## config.mk

```make
export PLATFORM = sky130hd
export DESIGN_NAME = sps_sequencer
export DESIGN_NICKNAME = d
export VERILOG_FILES = /design/src/sps_pkg.sv /design/src/sps_sequencer.sv
export SDC_FILE = /design/constraint.sdc
export NUM_CORES = 1
export LEC_CHECK = 0
export BUFFER_PORTS_ARGS = -buffer_cell sky130_fd_sc_hd__clkbuf_2
export CAP_MARGIN = 20
export CORE_MARGIN = 3
export CORE_UTILIZATION = 38
export DETAILED_ROUTE_END_ITERATION = 6
export GPL_ROUTABILITY_DRIVEN = 0
export HOLD_SLACK_MARGIN = 0.02
export SLEW_MARGIN = 10
export SYNTH_ARGS = -nofsm -noshare
export SYNTH_HDL_FRONTEND = slang
export SYNTH_SLANG_ARGS = --single-unit
```

## constraint.sdc

```tcl
create_clock -name pclk -period 4.1 [get_ports pclk]
set_input_delay 0.41 -clock pclk [delete_from_list [all_inputs] [get_ports pclk]]
set_output_delay 0.41 -clock pclk [all_outputs]
set_load 0.02 [all_outputs]
```

## src/sps_pkg.sv

```systemverilog
// sps_pkg: constants and carrier types of the sequencer.
// assumes a single 200 MHz clock; all analog comparators are digitised outside.
package sps_pkg;

   localparam int unsigned SPS_CLK_HZ = 200_000_000;

   // intervals in their own units
   localparam int unsigned SPS_LINE_DET_MS = 40;
   localparam int unsigned SPS_DISCH_MS = 40;
   localparam int unsigned SPS_LINE_GOOD_US = 100;
   localparam int unsigned SPS_LINE_LOW_MS = 50;
   localparam int unsigned SPS_EXT_LOW_MS = 32;
   localparam int unsigned SPS_UV_BLANK_MS = 4;
   localparam int unsigned SPS_SAMPLE_NS = 1000;
   localparam int unsigned SPS_PRE_EDGE_NS = 100;

   // cycle counts from the clock rate
   localparam int unsigned SPS_LINE_DET_CYC = SPS_LINE_DET_MS * (SPS_CLK_HZ / 1000);
   localparam int unsigned SPS_DISCH_CYC = SPS_DISCH_MS * (SPS_CLK_HZ / 1000);
   localparam int unsigned SPS_LINE_GOOD_CYC = SPS_LINE_GOOD_US * (SPS_CLK_HZ / 1_000_000);
   localparam int unsigned SPS_LINE_LOW_CYC = SPS_LINE_LOW_MS * (SPS_CLK_HZ / 1000);
   localparam int unsigned SPS_EXT_LOW_CYC = SPS_EXT_LOW_MS * (SPS_CLK_HZ / 1000);
   localparam int unsigned SPS_UV_BLANK_CYC = SPS_UV_BLANK_MS * (SPS_CLK_HZ / 1000);
   localparam int unsigned SPS_SAMPLE_CYC = (SPS_SAMPLE_NS * (SPS_CLK_HZ / 1_000_000)) / 1000;
   localparam int unsigned SPS_PRE_EDGE_CYC = (SPS_PRE_EDGE_NS * (SPS_CLK_HZ / 1_000_000)) / 1000;

   // consecutive cycles for the counted faults
   localparam int unsigned SPS_FAULT_CYCLES = 7;

   // APB register byte addresses
   localparam logic [7:0] SPS_ADDR_STATUS = 8'h00;
   localparam logic [7:0] SPS_ADDR_INT_STAT = 8'h04;
   localparam logic [7:0] SPS_ADDR_INT_MASK = 8'h08;
   localparam logic [7:0] SPS_ADDR_CTRL = 8'h0C;

   // event bit positions in the interrupt status/mask registers
   localparam int unsigned SPS_EV_OVP = 0;
   localparam int unsigned SPS_EV_UVP = 1;
   localparam int unsigned SPS_EV_EXT_HI = 2;
   localparam int unsigned SPS_EV_EXT_LO = 3;
   localparam int unsigned SPS_EV_LINE_LOW = 4;
   localparam int unsigned SPS_EV_DISCH = 5;
   localparam int unsigned SPS_EV_W = 6;

   // control register fields
   localparam int unsigned SPS_CTRL_UVP_EN = 0;
   localparam int unsigned SPS_CTRL_EXT_EN = 1;
   localparam logic [1:0] SPS_CTRL_RESET = 2'h3;

   typedef enum logic [1:0] {
      SPS_CHG_OFF = 2'b00,
      SPS_CHG_LOW = 2'b01,
      SPS_CHG_HIGH = 2'b10,
      SPS_CHG_FAULT = 2'b11
   } sps_charge_t;

   typedef enum logic [1:0] {
      SPS_PWR_CHARGE = 2'b00,
      SPS_PWR_RUN = 2'b01,
      SPS_PWR_LATCH = 2'b10
   } sps_power_t;

   // digitised comparator inputs
   typedef struct packed {
      logic supply_above_6v;
      logic supply_at_start;
      logic supply_below_uvlo;
      logic line_above_good;
      logic line_below_low;
      logic line_pin_below_10v;
      logic line_cross;
      logic demag_over;
      logic demag_under;
      logic ext_above_high;
      logic ext_below_low;
      logic gate_in;
   } sps_cmp_t;

   localparam int unsigned SPS_CMP_W = $bits(sps_cmp_t);

endpackage

```

## src/sps_sequencer.sv

```systemverilog
// sps_sequencer: startup charger select, line capacitor discharge, line
// qualification and switching-cycle fault counting, with an APB window.
// assumes comparator inputs come straight from analog pins (synchronised here).
//
// Summary of operation
// low charge below 6V, high above
// charger off once start threshold reached
// after fault, charge only below undervoltage level
// start 40ms line-detect timer at plug-in
// every line crossing restarts the detect timer
// timer expiry: 1.7mA sink for 40ms
// alternate detect/discharge until pin under 10V
// gate on after 100us line good plus start
// 50ms line low stops gate until requalified
// sample demag pin after gate falling edge
// seven consecutive output faults latch shutdown
// undervoltage fault blanked at startup
// seven consecutive external-high samples latch shutdown
// external-low sample 100ns before gate fall
// external-low held 32ms latches shutdown
// external faults hold gate off until undervoltage
// source 100uA from control pin always
// synchronised comparators, counts from one clock
`timescale 1ns/1ps
module sps_sequencer
   import sps_pkg::*;
#(
   parameter int unsigned LINE_DET_CYC = SPS_LINE_DET_CYC,
   parameter int unsigned DISCH_CYC = SPS_DISCH_CYC,
   parameter int unsigned LINE_LOW_CYC = SPS_LINE_LOW_CYC,
   parameter int unsigned EXT_LOW_CYC = SPS_EXT_LOW_CYC,
   parameter int unsigned UV_BLANK_CYC = SPS_UV_BLANK_CYC,
   parameter int unsigned LINE_GOOD_CYC = SPS_LINE_GOOD_CYC,
   parameter int unsigned FAULT_CYCLES = SPS_FAULT_CYCLES
) (
   input wire logic pclk,
   input wire logic presetn,
   input wire logic psel,
   input wire logic penable,
   input wire logic pwrite,
   input wire logic [7:0] paddr,
   input wire logic [31:0] pwdata,
   output logic [31:0] prdata,
   output logic pready,
   output logic pslverr,
   input wire sps_cmp_t cmp_in,
   input wire logic gate_request,
   output logic gate_drive,
   output sps_charge_t charge_sel,
   output logic discharge_sink_en,
   output logic ext_source_en,
   output logic irq
);

   localparam int unsigned CW = 32;

   ////////////////////////////////////////////////////////////////////////////
   // synchronisers
   // two-stage sync
   sps_cmp_t sync1_reg;
   sps_cmp_t cmp;
   always_ff @(posedge pclk or negedge presetn) begin
      if (!presetn) begin
         sync1_reg <= '0;
         cmp <= '0;
      end else begin
         sync1_reg <= cmp_in;
         cmp <= sync1_reg;
      end
   end

   ////////////////////////////////////////////////////////////////////////////
   // registers and state
   sps_power_t pwr_reg;
   logic [1:0] ctrl_reg;
   logic [SPS_EV_W-1:0] int_stat_reg;
   logic [SPS_EV_W-1:0] int_mask_reg;
   logic [SPS_EV_W-1:0] ev;
   logic line_ok_reg;
   logic [CW-1:0] good_cnt_reg;
   logic [CW-1:0] low_cnt_reg;
   logic [CW-1:0] xcap_cnt_reg;
   logic xcap_disch_reg;
   logic [CW-1:0] blank_cnt_reg;
   logic [CW-1:0] ext_low_cnt_reg;
   logic [CW-1:0] edge_cnt_reg;
   logic gate_prev_reg;
   logic [2:0] ovp_cnt_reg;
   logic [2:0] uvp_cnt_reg;
   logic [2:0] exh_cnt_reg;
   logic ext_low_smp_reg;
   logic [SPS_PRE_EDGE_CYC:0] ext_low_hist_reg;
   logic fault_trip;
   logic gate_fall;
   logic sample_now;
   logic cross_prev_reg;
   logic cross_edge;

   assign gate_fall = gate_prev_reg && !cmp.gate_in;
   // fixed sample delay
   assign sample_now = (edge_cnt_reg == CW'(SPS_SAMPLE_CYC));
   assign cross_edge = cmp.line_cross != cross_prev_reg;

   always_ff @(posedge pclk or negedge presetn) begin
      if (!presetn) begin
         gate_prev_reg <= 1'b0;
         cross_prev_reg <= 1'b0;
      end else begin
         gate_prev_reg <= cmp.gate_in;
         cross_prev_reg <= cmp.line_cross;
      end
   end

   ////////////////////////////////////////////////////////////////////////////
   // power state machine and charger select
   always_ff @(posedge pclk or negedge presetn) begin
      if (!presetn) begin
         pwr_reg <= SPS_PWR_CHARGE;
      end else begin
         case (pwr_reg)
            // start threshold ends charging
            SPS_PWR_CHARGE: if (cmp.supply_at_start) pwr_reg <= SPS_PWR_RUN;
            SPS_PWR_RUN: if (fault_trip) pwr_reg <= SPS_PWR_LATCH;
            // release only below undervoltage level
            SPS_PWR_LATCH: if (cmp.supply_below_uvlo) pwr_reg <= SPS_PWR_CHARGE;
            default: pwr_reg <= SPS_PWR_CHARGE;
         endcase
      end
   end

   // last charge follows a fault: reduced current
   logic after_fault_reg;
   always_ff @(posedge pclk or negedge presetn) begin
      if (!presetn) begin
         after_fault_reg <= 1'b0;
      end else if (pwr_reg == SPS_PWR_LATCH) begin
         after_fault_reg <= 1'b1;
      end else if (pwr_reg == SPS_PWR_RUN) begin
         after_fault_reg <= 1'b0;
      end
   end

   always_ff @(posedge pclk or negedge presetn) begin
      if (!presetn) begin
         charge_sel <= SPS_CHG_OFF;
      end else if (pwr_reg != SPS_PWR_CHARGE || cmp.supply_at_start) begin
         // charger fully off
         charge_sel <= SPS_CHG_OFF;
      end else if (after_fault_reg) begin
         // reduced fault current
         charge_sel <= SPS_CHG_FAULT;
      end else if (cmp.supply_above_6v) begin
         // high current above 6V
         charge_sel <= SPS_CHG_HIGH;
      end else begin
         charge_sel <= SPS_CHG_LOW;
      end
   end

   ////////////////////////////////////////////////////////////////////////////
   // line capacitor discharge, independent of supply level
   always_ff @(posedge pclk or negedge presetn) begin
      if (!presetn) begin
         xcap_cnt_reg <= '0;
         xcap_disch_reg <= 1'b0;
      end else if (!xcap_disch_reg) begin
         if (cross_edge) begin
            // crossing restarts timer
            xcap_cnt_reg <= '0;
         end else if (xcap_cnt_reg >= CW'(LINE_DET_CYC - 1)) begin
            // expiry opens discharge
            xcap_cnt_reg <= '0;
            xcap_disch_reg <= !cmp.line_pin_below_10v;
         end else begin
            // detect timer runs
            xcap_cnt_reg <= xcap_cnt_reg + 1'b1;
         end
      end else begin
         // alternate until below 10V
         if (cmp.line_pin_below_10v || xcap_cnt_reg >= CW'(DISCH_CYC - 1)) begin
            xcap_cnt_reg <= '0;
            xcap_disch_reg <= 1'b0;
         end else begin
            xcap_cnt_reg <= xcap_cnt_reg + 1'b1;
         end
      end
   end

   always_ff @(posedge pclk or negedge presetn) begin
      if (!presetn) begin
         discharge_sink_en <= 1'b0;
      end else begin
         // sink while discharging
         discharge_sink_en <= xcap_disch_reg;
      end
   end

   ////////////////////////////////////////////////////////////////////////////
   // line qualification
   always_ff @(posedge pclk or negedge presetn) begin
      if (!presetn) begin
         good_cnt_reg <= '0;
         low_cnt_reg <= '0;
         line_ok_reg <= 1'b0;
      end else begin
         good_cnt_reg <= cmp.line_above_good ? good_cnt_reg + 1'b1 : '0;
         low_cnt_reg <= cmp.line_below_low ? low_cnt_reg + 1'b1 : '0;
         if (!line_ok_reg && good_cnt_reg >= CW'(LINE_GOOD_CYC - 1)) begin
            // line good after filter
            line_ok_reg <= 1'b1;
         end else if (line_ok_reg && low_cnt_reg >= CW'(LINE_LOW_CYC - 1)) begin
            // line low after 50ms
            line_ok_reg <= 1'b0;
         end
         if (good_cnt_reg == '1) good_cnt_reg <= good_cnt_reg;
         if (low_cnt_reg == '1) low_cnt_reg <= low_cnt_reg;
      end
   end

   ////////////////////////////////////////////////////////////////////////////
   // switching-cycle fault counters
   always_ff @(posedge pclk or negedge presetn) begin
      if (!presetn) begin
         edge_cnt_reg <= '1;
      end else if (gate_fall) begin
         edge_cnt_reg <= '0;
      end else if (edge_cnt_reg != '1) begin
         edge_cnt_reg <= edge_cnt_reg + 1'b1;
      end
   end

   // startup blanking counted from entry into run
   always_ff @(posedge pclk or negedge presetn) begin
      if (!presetn) begin
         blank_cnt_reg <= '0;
      end else if (pwr_reg != SPS_PWR_RUN) begin
         blank_cnt_reg <= '0;
      end else if (blank_cnt_reg < CW'(UV_BLANK_CYC)) begin
         blank_cnt_reg <= blank_cnt_reg + 1'b1;
      end
   end

   function automatic logic [2:0] cyc_count(input logic [2:0] cnt, input logic hit);
      cyc_count = hit ? ((cnt == 3'(FAULT_CYCLES)) ? cnt : cnt + 3'h1) : 3'h0;
   endfunction

   logic uv_blank;
   // ignore under-voltage during blank
   assign uv_blank = blank_cnt_reg < CW'(UV_BLANK_CYC);

   always_ff @(posedge pclk or negedge presetn) begin
      if (!presetn) begin
         ovp_cnt_reg <= '0;
         uvp_cnt_reg <= '0;
         exh_cnt_reg <= '0;
      end else if (pwr_reg != SPS_PWR_RUN) begin
         ovp_cnt_reg <= '0;
         uvp_cnt_reg <= '0;
         exh_cnt_reg <= '0;
      end else if (sample_now) begin
         // compare demag sample
         ovp_cnt_reg <= cyc_count(ovp_cnt_reg, cmp.demag_over);
         uvp_cnt_reg <= cyc_count(uvp_cnt_reg, cmp.demag_under && !uv_blank &&
                                  ctrl_reg[SPS_CTRL_UVP_EN]);
         // external high count
         exh_cnt_reg <= cyc_count(exh_cnt_reg, cmp.ext_above_high && ctrl_reg[SPS_CTRL_EXT_EN]);
      end
   end

   // value from 100ns before the falling edge
   always_ff @(posedge pclk or negedge presetn) begin
      if (!presetn) begin
         ext_low_hist_reg <= '0;
         ext_low_smp_reg <= 1'b0;
      end else begin
         ext_low_hist_reg <= {ext_low_hist_reg[SPS_PRE_EDGE_CYC-1:0], cmp.ext_below_low};
         if (gate_fall) ext_low_smp_reg <= ext_low_hist_reg[SPS_PRE_EDGE_CYC];
      end
   end

   // 32ms low filter
   always_ff @(posedge pclk or negedge presetn) begin
      if (!presetn) begin
         ext_low_cnt_reg <= '0;
      end else if (pwr_reg != SPS_PWR_RUN || !ext_low_smp_reg || !ctrl_reg[SPS_CTRL_EXT_EN]) begin
         ext_low_cnt_reg <= '0;
      end else if (ext_low_cnt_reg < CW'(EXT_LOW_CYC)) begin
         ext_low_cnt_reg <= ext_low_cnt_reg + 1'b1;
      end
   end

   always_comb begin
      ev = '0;
      // seven consecutive cycles
      ev[SPS_EV_OVP] = ovp_cnt_reg == 3'(FAULT_CYCLES);
      ev[SPS_EV_UVP] = uvp_cnt_reg == 3'(FAULT_CYCLES);
      ev[SPS_EV_EXT_HI] = exh_cnt_reg == 3'(FAULT_CYCLES);
      ev[SPS_EV_EXT_LO] = ext_low_cnt_reg >= CW'(EXT_LOW_CYC);
      ev[SPS_EV_LINE_LOW] = line_ok_reg && low_cnt_reg >= CW'(LINE_LOW_CYC - 1);
      ev[SPS_EV_DISCH] = !xcap_disch_reg && xcap_cnt_reg >= CW'(LINE_DET_CYC - 1) &&
                         !cross_edge;
   end

   // any latched fault stops gate
   assign fault_trip = |ev[SPS_EV_EXT_LO:SPS_EV_OVP];

   ////////////////////////////////////////////////////////////////////////////
   // outputs
   always_ff @(posedge pclk or negedge presetn) begin
      if (!presetn) begin
         gate_drive <= 1'b0;
         ext_source_en <= 1'b0;
      end else begin
         // gate gating
         gate_drive <= gate_request && line_ok_reg && pwr_reg == SPS_PWR_RUN && !fault_trip;
         // constant current source
         ext_source_en <= 1'b1;
      end
   end

   ////////////////////////////////////////////////////////////////////////////
   // APB slave, zero wait states
   logic rd_stat;
   assign rd_stat = psel && penable && !pwrite && paddr == SPS_ADDR_INT_STAT;

   always_ff @(posedge pclk or negedge presetn) begin
      if (!presetn) begin
         int_stat_reg <= '0;
      end else begin
         // new events win over the read clear
         int_stat_reg <= (rd_stat ? '0 : int_stat_reg) | ev;
      end
   end

   always_ff @(posedge pclk or negedge presetn) begin
      if (!presetn) begin
         int_mask_reg <= '0;
         ctrl_reg <= SPS_CTRL_RESET;
      end else if (psel && penable && pready && pwrite) begin
         if (paddr == SPS_ADDR_INT_MASK) begin
            int_mask_reg <= pwdata[SPS_EV_W-1:0];
         end else if (paddr == SPS_ADDR_CTRL) begin
            ctrl_reg <= pwdata[1:0];
         end
      end
   end

   logic addr_ok;
   assign addr_ok = paddr == SPS_ADDR_STATUS || paddr == SPS_ADDR_INT_STAT ||
                    paddr == SPS_ADDR_INT_MASK || paddr == SPS_ADDR_CTRL;

   always_ff @(posedge pclk or negedge presetn) begin
      if (!presetn) begin
         prdata <= '0;
         pready <= 1'b0;
         pslverr <= 1'b0;
      end else begin
         pready <= psel && !penable;
         pslverr <= psel && !penable && !addr_ok;
         prdata <= '0;
         if (psel && !penable && !pwrite) begin
            if (paddr == SPS_ADDR_STATUS) begin
               prdata <= {22'h0, charge_sel, pwr_reg, xcap_disch_reg, line_ok_reg,
                          gate_drive, after_fault_reg, cmp.supply_below_uvlo, cmp.supply_at_start};
            end else if (paddr == SPS_ADDR_INT_STAT) begin
               prdata <= {26'h0, int_stat_reg};
            end else if (paddr == SPS_ADDR_INT_MASK) begin
               prdata <= {26'h0, int_mask_reg};
            end else if (paddr == SPS_ADDR_CTRL) begin
               prdata <= {30'h0, ctrl_reg};
            end
         end
      end
   end

   always_ff @(posedge pclk or negedge presetn) begin
      if (!presetn) begin
         irq <= 1'b0;
      end else begin
         irq <= |(int_stat_reg & int_mask_reg);
      end
   end

endmodule

```

==> impl_metrics.ini, run 1 <==
[run_status]
outcome = complete, but fails checks
violations = hold timing

[synth]
netlist_instances = 1267
synth_most_common_cell = dfrtp_1
synth.top_cells.by_count = dfrtp_1, nor2_1, nand2_1
synth-xor-area-share_pct = 6.69
synth-compound-area-share_pct = 8.67
ys_types = 62
ys_seq_elements = 286
synth-simple-area-share_pct = 22.9
synth_top_family_by_area = simple AND/OR/NAND/NOR gates
yosys-top-cells-area = dfrtp_1, dfstp_2, nor2_1
syn_avg_cell_area_um2 = 10.3
ys_seq_area_share_pct = 55.0
yosys_warnings = 0
synthArstFlopShare_pct = 100
synth_adder_area_share_pct = 1.72
synthMuxAreaShare_pct = 1.89
ys.flop_type = dfrtp_1
netlist_area_um2 = 13100
synth_top_area_share_pct = 48.2
synth_edf_count = 0
yosys.area.top_type = dfrtp_1

[timing]
skew_ns = 0.0152
worstMarginPinSlew_ns = 1.12
slew_violations = 0
setup_viol = 0
hold_violations = 8
fin_crit_ns = 2.84
fin_hold_ws_ns = -0.0137
fmax_mhz = 352
rsz0062_at_grt = false
timing.final.crit_share_pct = 69.3
finalSetupTns_ns = 0
relSlewSlack_pct = 25.3

[worst_setup_path]
cp.required_ns = 4.46
timing.critical_path.buf_inv = 0
critPathKind = reg -> reg
worstPathCellList = ha_1 -> nand4_1 -> nor3_2 -> and4_1 -> nand3_1 -> nand2_1 -> o21ai_0
crit_path_end_kind = flop
startpoint_type = flop
critPathTopFamily = simple AND/OR/NAND/NOR gates
critPathMaxStageDelay_ns = 0.61
crit_arrival_ns = 3.20
crit_fanout = 15
cp_slowest_cell = nand2_1

[detailed_routing]
first_iter_violations = 585
wl_per_cell_um = 14.8
routed_wl_mm = 26.9
drc = 0
first_pass_iters = 5
via_count = 9285
vias_per_cell = 5.12
postRouteAntennaNets = 0

[placement]
numPortBuffers = 49
hpwl_mm = 17.9

[pwr]
power_density_nw_per_um2 = 425
p_leak_nw = 6.50
ir_drop_uv = 311

[finish]
multi_input_area_um2 = 5610
diodes = 0
nets = 1418
area_growth_pct = 14.6
nFillCells = 3199
register_area_um2 = 7200
drive_gt1_share_pct = 12.5

[die]
start_util_pct = 38.7
die_h_um = 192
fp.dieArea_um2 = 36700
rows = 67
pin_count = 98
die_w_um = 192
core-area_um2 = 33800

[cts]
post-cts-setup-buffer-count = 0
clockBufferDepth = 3
cts_buffers = 34
cts.sinks = 286
cts_tree = yes
htreeDepth = 2
cts.clk_slew.worst_paths_ns = 0.05
cts.repair.resized = 0
ctsHoldBuffers = 11
clk_latency_ns = 0.51
cts_root_buffer = clkbuf_16

[grt]
grt-ovfl-total = 0
antenna_found_initial = 1
grt_pass1_vias = 9176
track_usage_pct = 15.1
grt_pass1_wl_mm = 45.7
grt_max_degree = 122

[worst_hold_path]
min_path_type = in -> async

[run]
drv_cap = 0
routing by layer:
metal  routed length, µm  GRT usage (%)  vias to the layer above
li1                    -              -                     4566
met1               12800           20.9                     4556
met2               12400           24.1                      117
met3                1060           2.83                       44
met4                 615           4.69                        2
met5                  13              0                        -
through the flow:
step                cells  total power [mW]  setup slack (ns)  util [%]  instance area, µm²
floorplan            1297              3.29              2.02         -               13200
global placement     1743              3.43              1.29      40.8               13800
detailed placement   1743              3.44              1.24      40.8               13800
CTS                  1813              6.50              1.22      44.4               15000
global route         1813              6.68             0.952      44.4               15000
finish               1813              6.38              1.26      44.4               15000
placed cells by master (no fill, tap or decap), types with 10 or more instances in the layout:
cell,Yosys,routed
clkbuf_2,0,48
nand2_1,95,95
nor4_1,26,26
conb_1,2,32
xnor2_1,44,44
mux2_2,14,14
nor3_1,31,31
and4_1,24,24
nand3_1,75,75
a31oi_1,14,14
nand4_1,42,42
o21ai_0,75,75
dlygate4sd3_1,0,11
and3_1,31,31
nor2_1,150,150
dfstp_2,34,34
dfrtp_1,252,252
clkbuf_16,0,37
and2_1,43,43
ha_1,18,18
nand2b_1,14,14
or3_1,10,10
a21oi_1,21,21
o31ai_1,25,25
xor2_1,56,56
inv_1,23,23
final cells by class:
cell class              count  share of cell area, %
well taps                 448                   3.74
flip-flops and latches    286                   48.0
clock inverters            12                  0.942
inverters                  23                  0.575
clock buffers              47                   6.49
multi-input cells         929                   37.4
repair buffers             68                   2.92
report_power, final:
part / leakage (nW) / internal (mW) / total, mW / switching (mW)
sequential: 3.71 / 2.91 / 2.97 / 0.0591
combinational: 2.25 / 0.140 / 0.421 / 0.281
clock: 0.550 / 1.85 / 2.99 / 1.14
path summary, 6_finish.rpt:
check,slack [ns],cells past startpoint,startpoint,endpoint
worst max-delay path,1.26,7,good_cnt_reg[0],good_cnt_reg[0]
worst min-delay path,-0.01,1,presetn,gate_prev_reg
worst max register to register,1.26,7,good_cnt_reg[0],good_cnt_reg[0]
worst min register to register,0.35,0,cmp[1],ext_low_hist_reg[0]
max in group asynchronous,3.04,2,presetn,edge_cnt_reg[21]
min in group pclk,0.06,1,cmp_in[9],sync1_reg[9]
kinds of logic after synthesis:
logic type,after synthesis
fa+ha+maj,18
flops,286
buf+inv,82
other cells,2
xor+xnor,100
simple gates,576
compound gates,180
mux,23
No activity file was read; power rests on OpenSTA's default activity.
==> run 2: changes to the inputs <==
clock period = 2.95 ns   (was 4.1 ns; I/O delays follow)
==> impl_metrics.ini, run 2 (synthesis results as in run 1) <==
[run_status]
outcome = completed

[worst_setup_path]
crit_fanout = 7
critPathKind = reg -> reg
startpoint_type = flop
reg2regPathDepth = 7
crit_path_end_kind = flop
crit_arrival_ns = 2.91
cp.required_ns = 3.38

[timing]
timing.final.crit_share_pct = 84.0
slew_violations = 0
worstMarginPinSlew_ns = 0.774
fmax_mhz = 403
fin_hold_ws_ns = 0.0464
finalSetupTns_ns = 0
fin_crit_ns = 2.48
setup_viol = 0
rsz0062_at_grt = false
hold_violations = 0
skew_ns = 0.0206
relSlewSlack_pct = 48.3

[worst_hold_path]
min_path_type = in -> reg
min_path_cells = 2

[cts]
cts.clk_slew.worst_paths_ns = 0.06
cts_buffers = 34
cts_tree = yes
htreeDepth = 2
post-cts-setup-buffer-count = 0
cts_root_buffer = clkbuf_16
cts.sinks = 286
clockBufferDepth = 3
clk_latency_ns = 0.51
cts.repair.resized = 0

[grt]
antenna_found_initial = 2
grt_pass1_wl_mm = 46.1
grt-ovfl-total = 0
track_usage_pct = 15.2
grt_max_degree = 90
grt_pass1_vias = 9182

[placement]
hpwl_mm = 18.3
numPortBuffers = 49

[finish]
area_growth_pct = 17.0
final_cell_mix = dfrtp_1, nor2_1, nand2_1
final_common_cell = dfrtp_1
diodes = 0
drive_gt1_share_pct = 13.9
nets = 1442

[pwr]
ir_drop_uv = 402
p_leak_nw = 6.67
power_density_nw_per_um2 = 599

[die]
die_w_um = 192
core-area_um2 = 33800
start_util_pct = 38.7
die_h_um = 192
fp.dieArea_um2 = 36700
rows = 67
pin_count = 98

[detailed_routing]
postRouteAntennaNets = 0
first_iter_violations = 555
via_count = 9378
routed_wl_mm = 27.2
vias_per_cell = 5.10
first_pass_iters = 5
drc = 0
wl_per_cell_um = 14.8

[run]
drv_cap = 0
run 2: changes by cell type in the layout (fill, tap and decap cells not counted), sizes merged:
cell         previous run  this run
clkbuf                 95        98
clkinv                  8         7
bufinv                  3         5
dlygate4sd3            11        16
buf                     9        28
inv                    24        23
run 2: routing by layer:
| layer | wire length (µm) | global-route usage, % |
|---|---|---|
| met1 | 13100 | 21.4 |
| met2 | 12100 | 23.2 |
| met3 | 1100 | 2.90 |
| met4 | 885 | 5.64 |
| met5 | 27 | 0 |
run 2: worst max-delay path, cell delays in order, from the launching register on:
cell	delay, ns
dfstp_2	0.57
ha_1	0.21
nand4_1	0.24
nor3_1	0.51
nand3_1	0.35
and4_1	0.33
xnor2_1	0.12
nor2_1	0.09
run 2: what timing repair did:
item                                    in CTS  in global routing
endpoints found under the hold margin       70                  0
hold buffers                                16                  0
endpoints found under the setup margin       0                  0
run 2: layout make-up:
class / count / area, µm²
fill: 3192 / 18500
inverter: 23 / 86.3
multi-input combinational: 929 / 5600
clock buffer: 50 / 1000
clock inverter: 12 / 211
tap: 448 / 561
sequential: 286 / 7200
timing repair buffer: 92 / 656
run 2: power breakdown:
part           internal, mW  switching [mW]
clock                  2.81            1.62
combinational         0.215           0.393
sequential             4.05          0.0834
total                  7.07            2.10
run 2: path summary, 6_finish.rpt:
check,startpoint,end,slack [ns]
setup reg to reg,edge_cnt_reg[0],edge_cnt_reg[4],0.47
setup / recovery,edge_cnt_reg[0],edge_cnt_reg[4],0.47
max in group asynchronous,presetn,low_cnt_reg[24],1.71
min in group asynchronous,presetn,ext_low_cnt_reg[16],0.43
hold / removal,pwdata[3],int_mask_reg[3],0.05
hold reg to reg,sync1_reg[0],cmp[0],0.35
run 2: through the flow:
step | area (µm²) | power [mW] | instances | utilization, % | setup WS, ns
floorplan | 13200 | 4.57 | 1297 | - | 0.865
global placement | 13900 | 4.78 | 1762 | 41.3 | 0.560
detailed placement | 13900 | 4.80 | 1762 | 41.3 | 0.525
CTS | 15300 | 9.34 | 1840 | 45.3 | 0.496
global route | 15300 | 9.60 | 1840 | 45.3 | 0.196
finish | 15300 | 9.17 | 1840 | 45.3 | 0.471
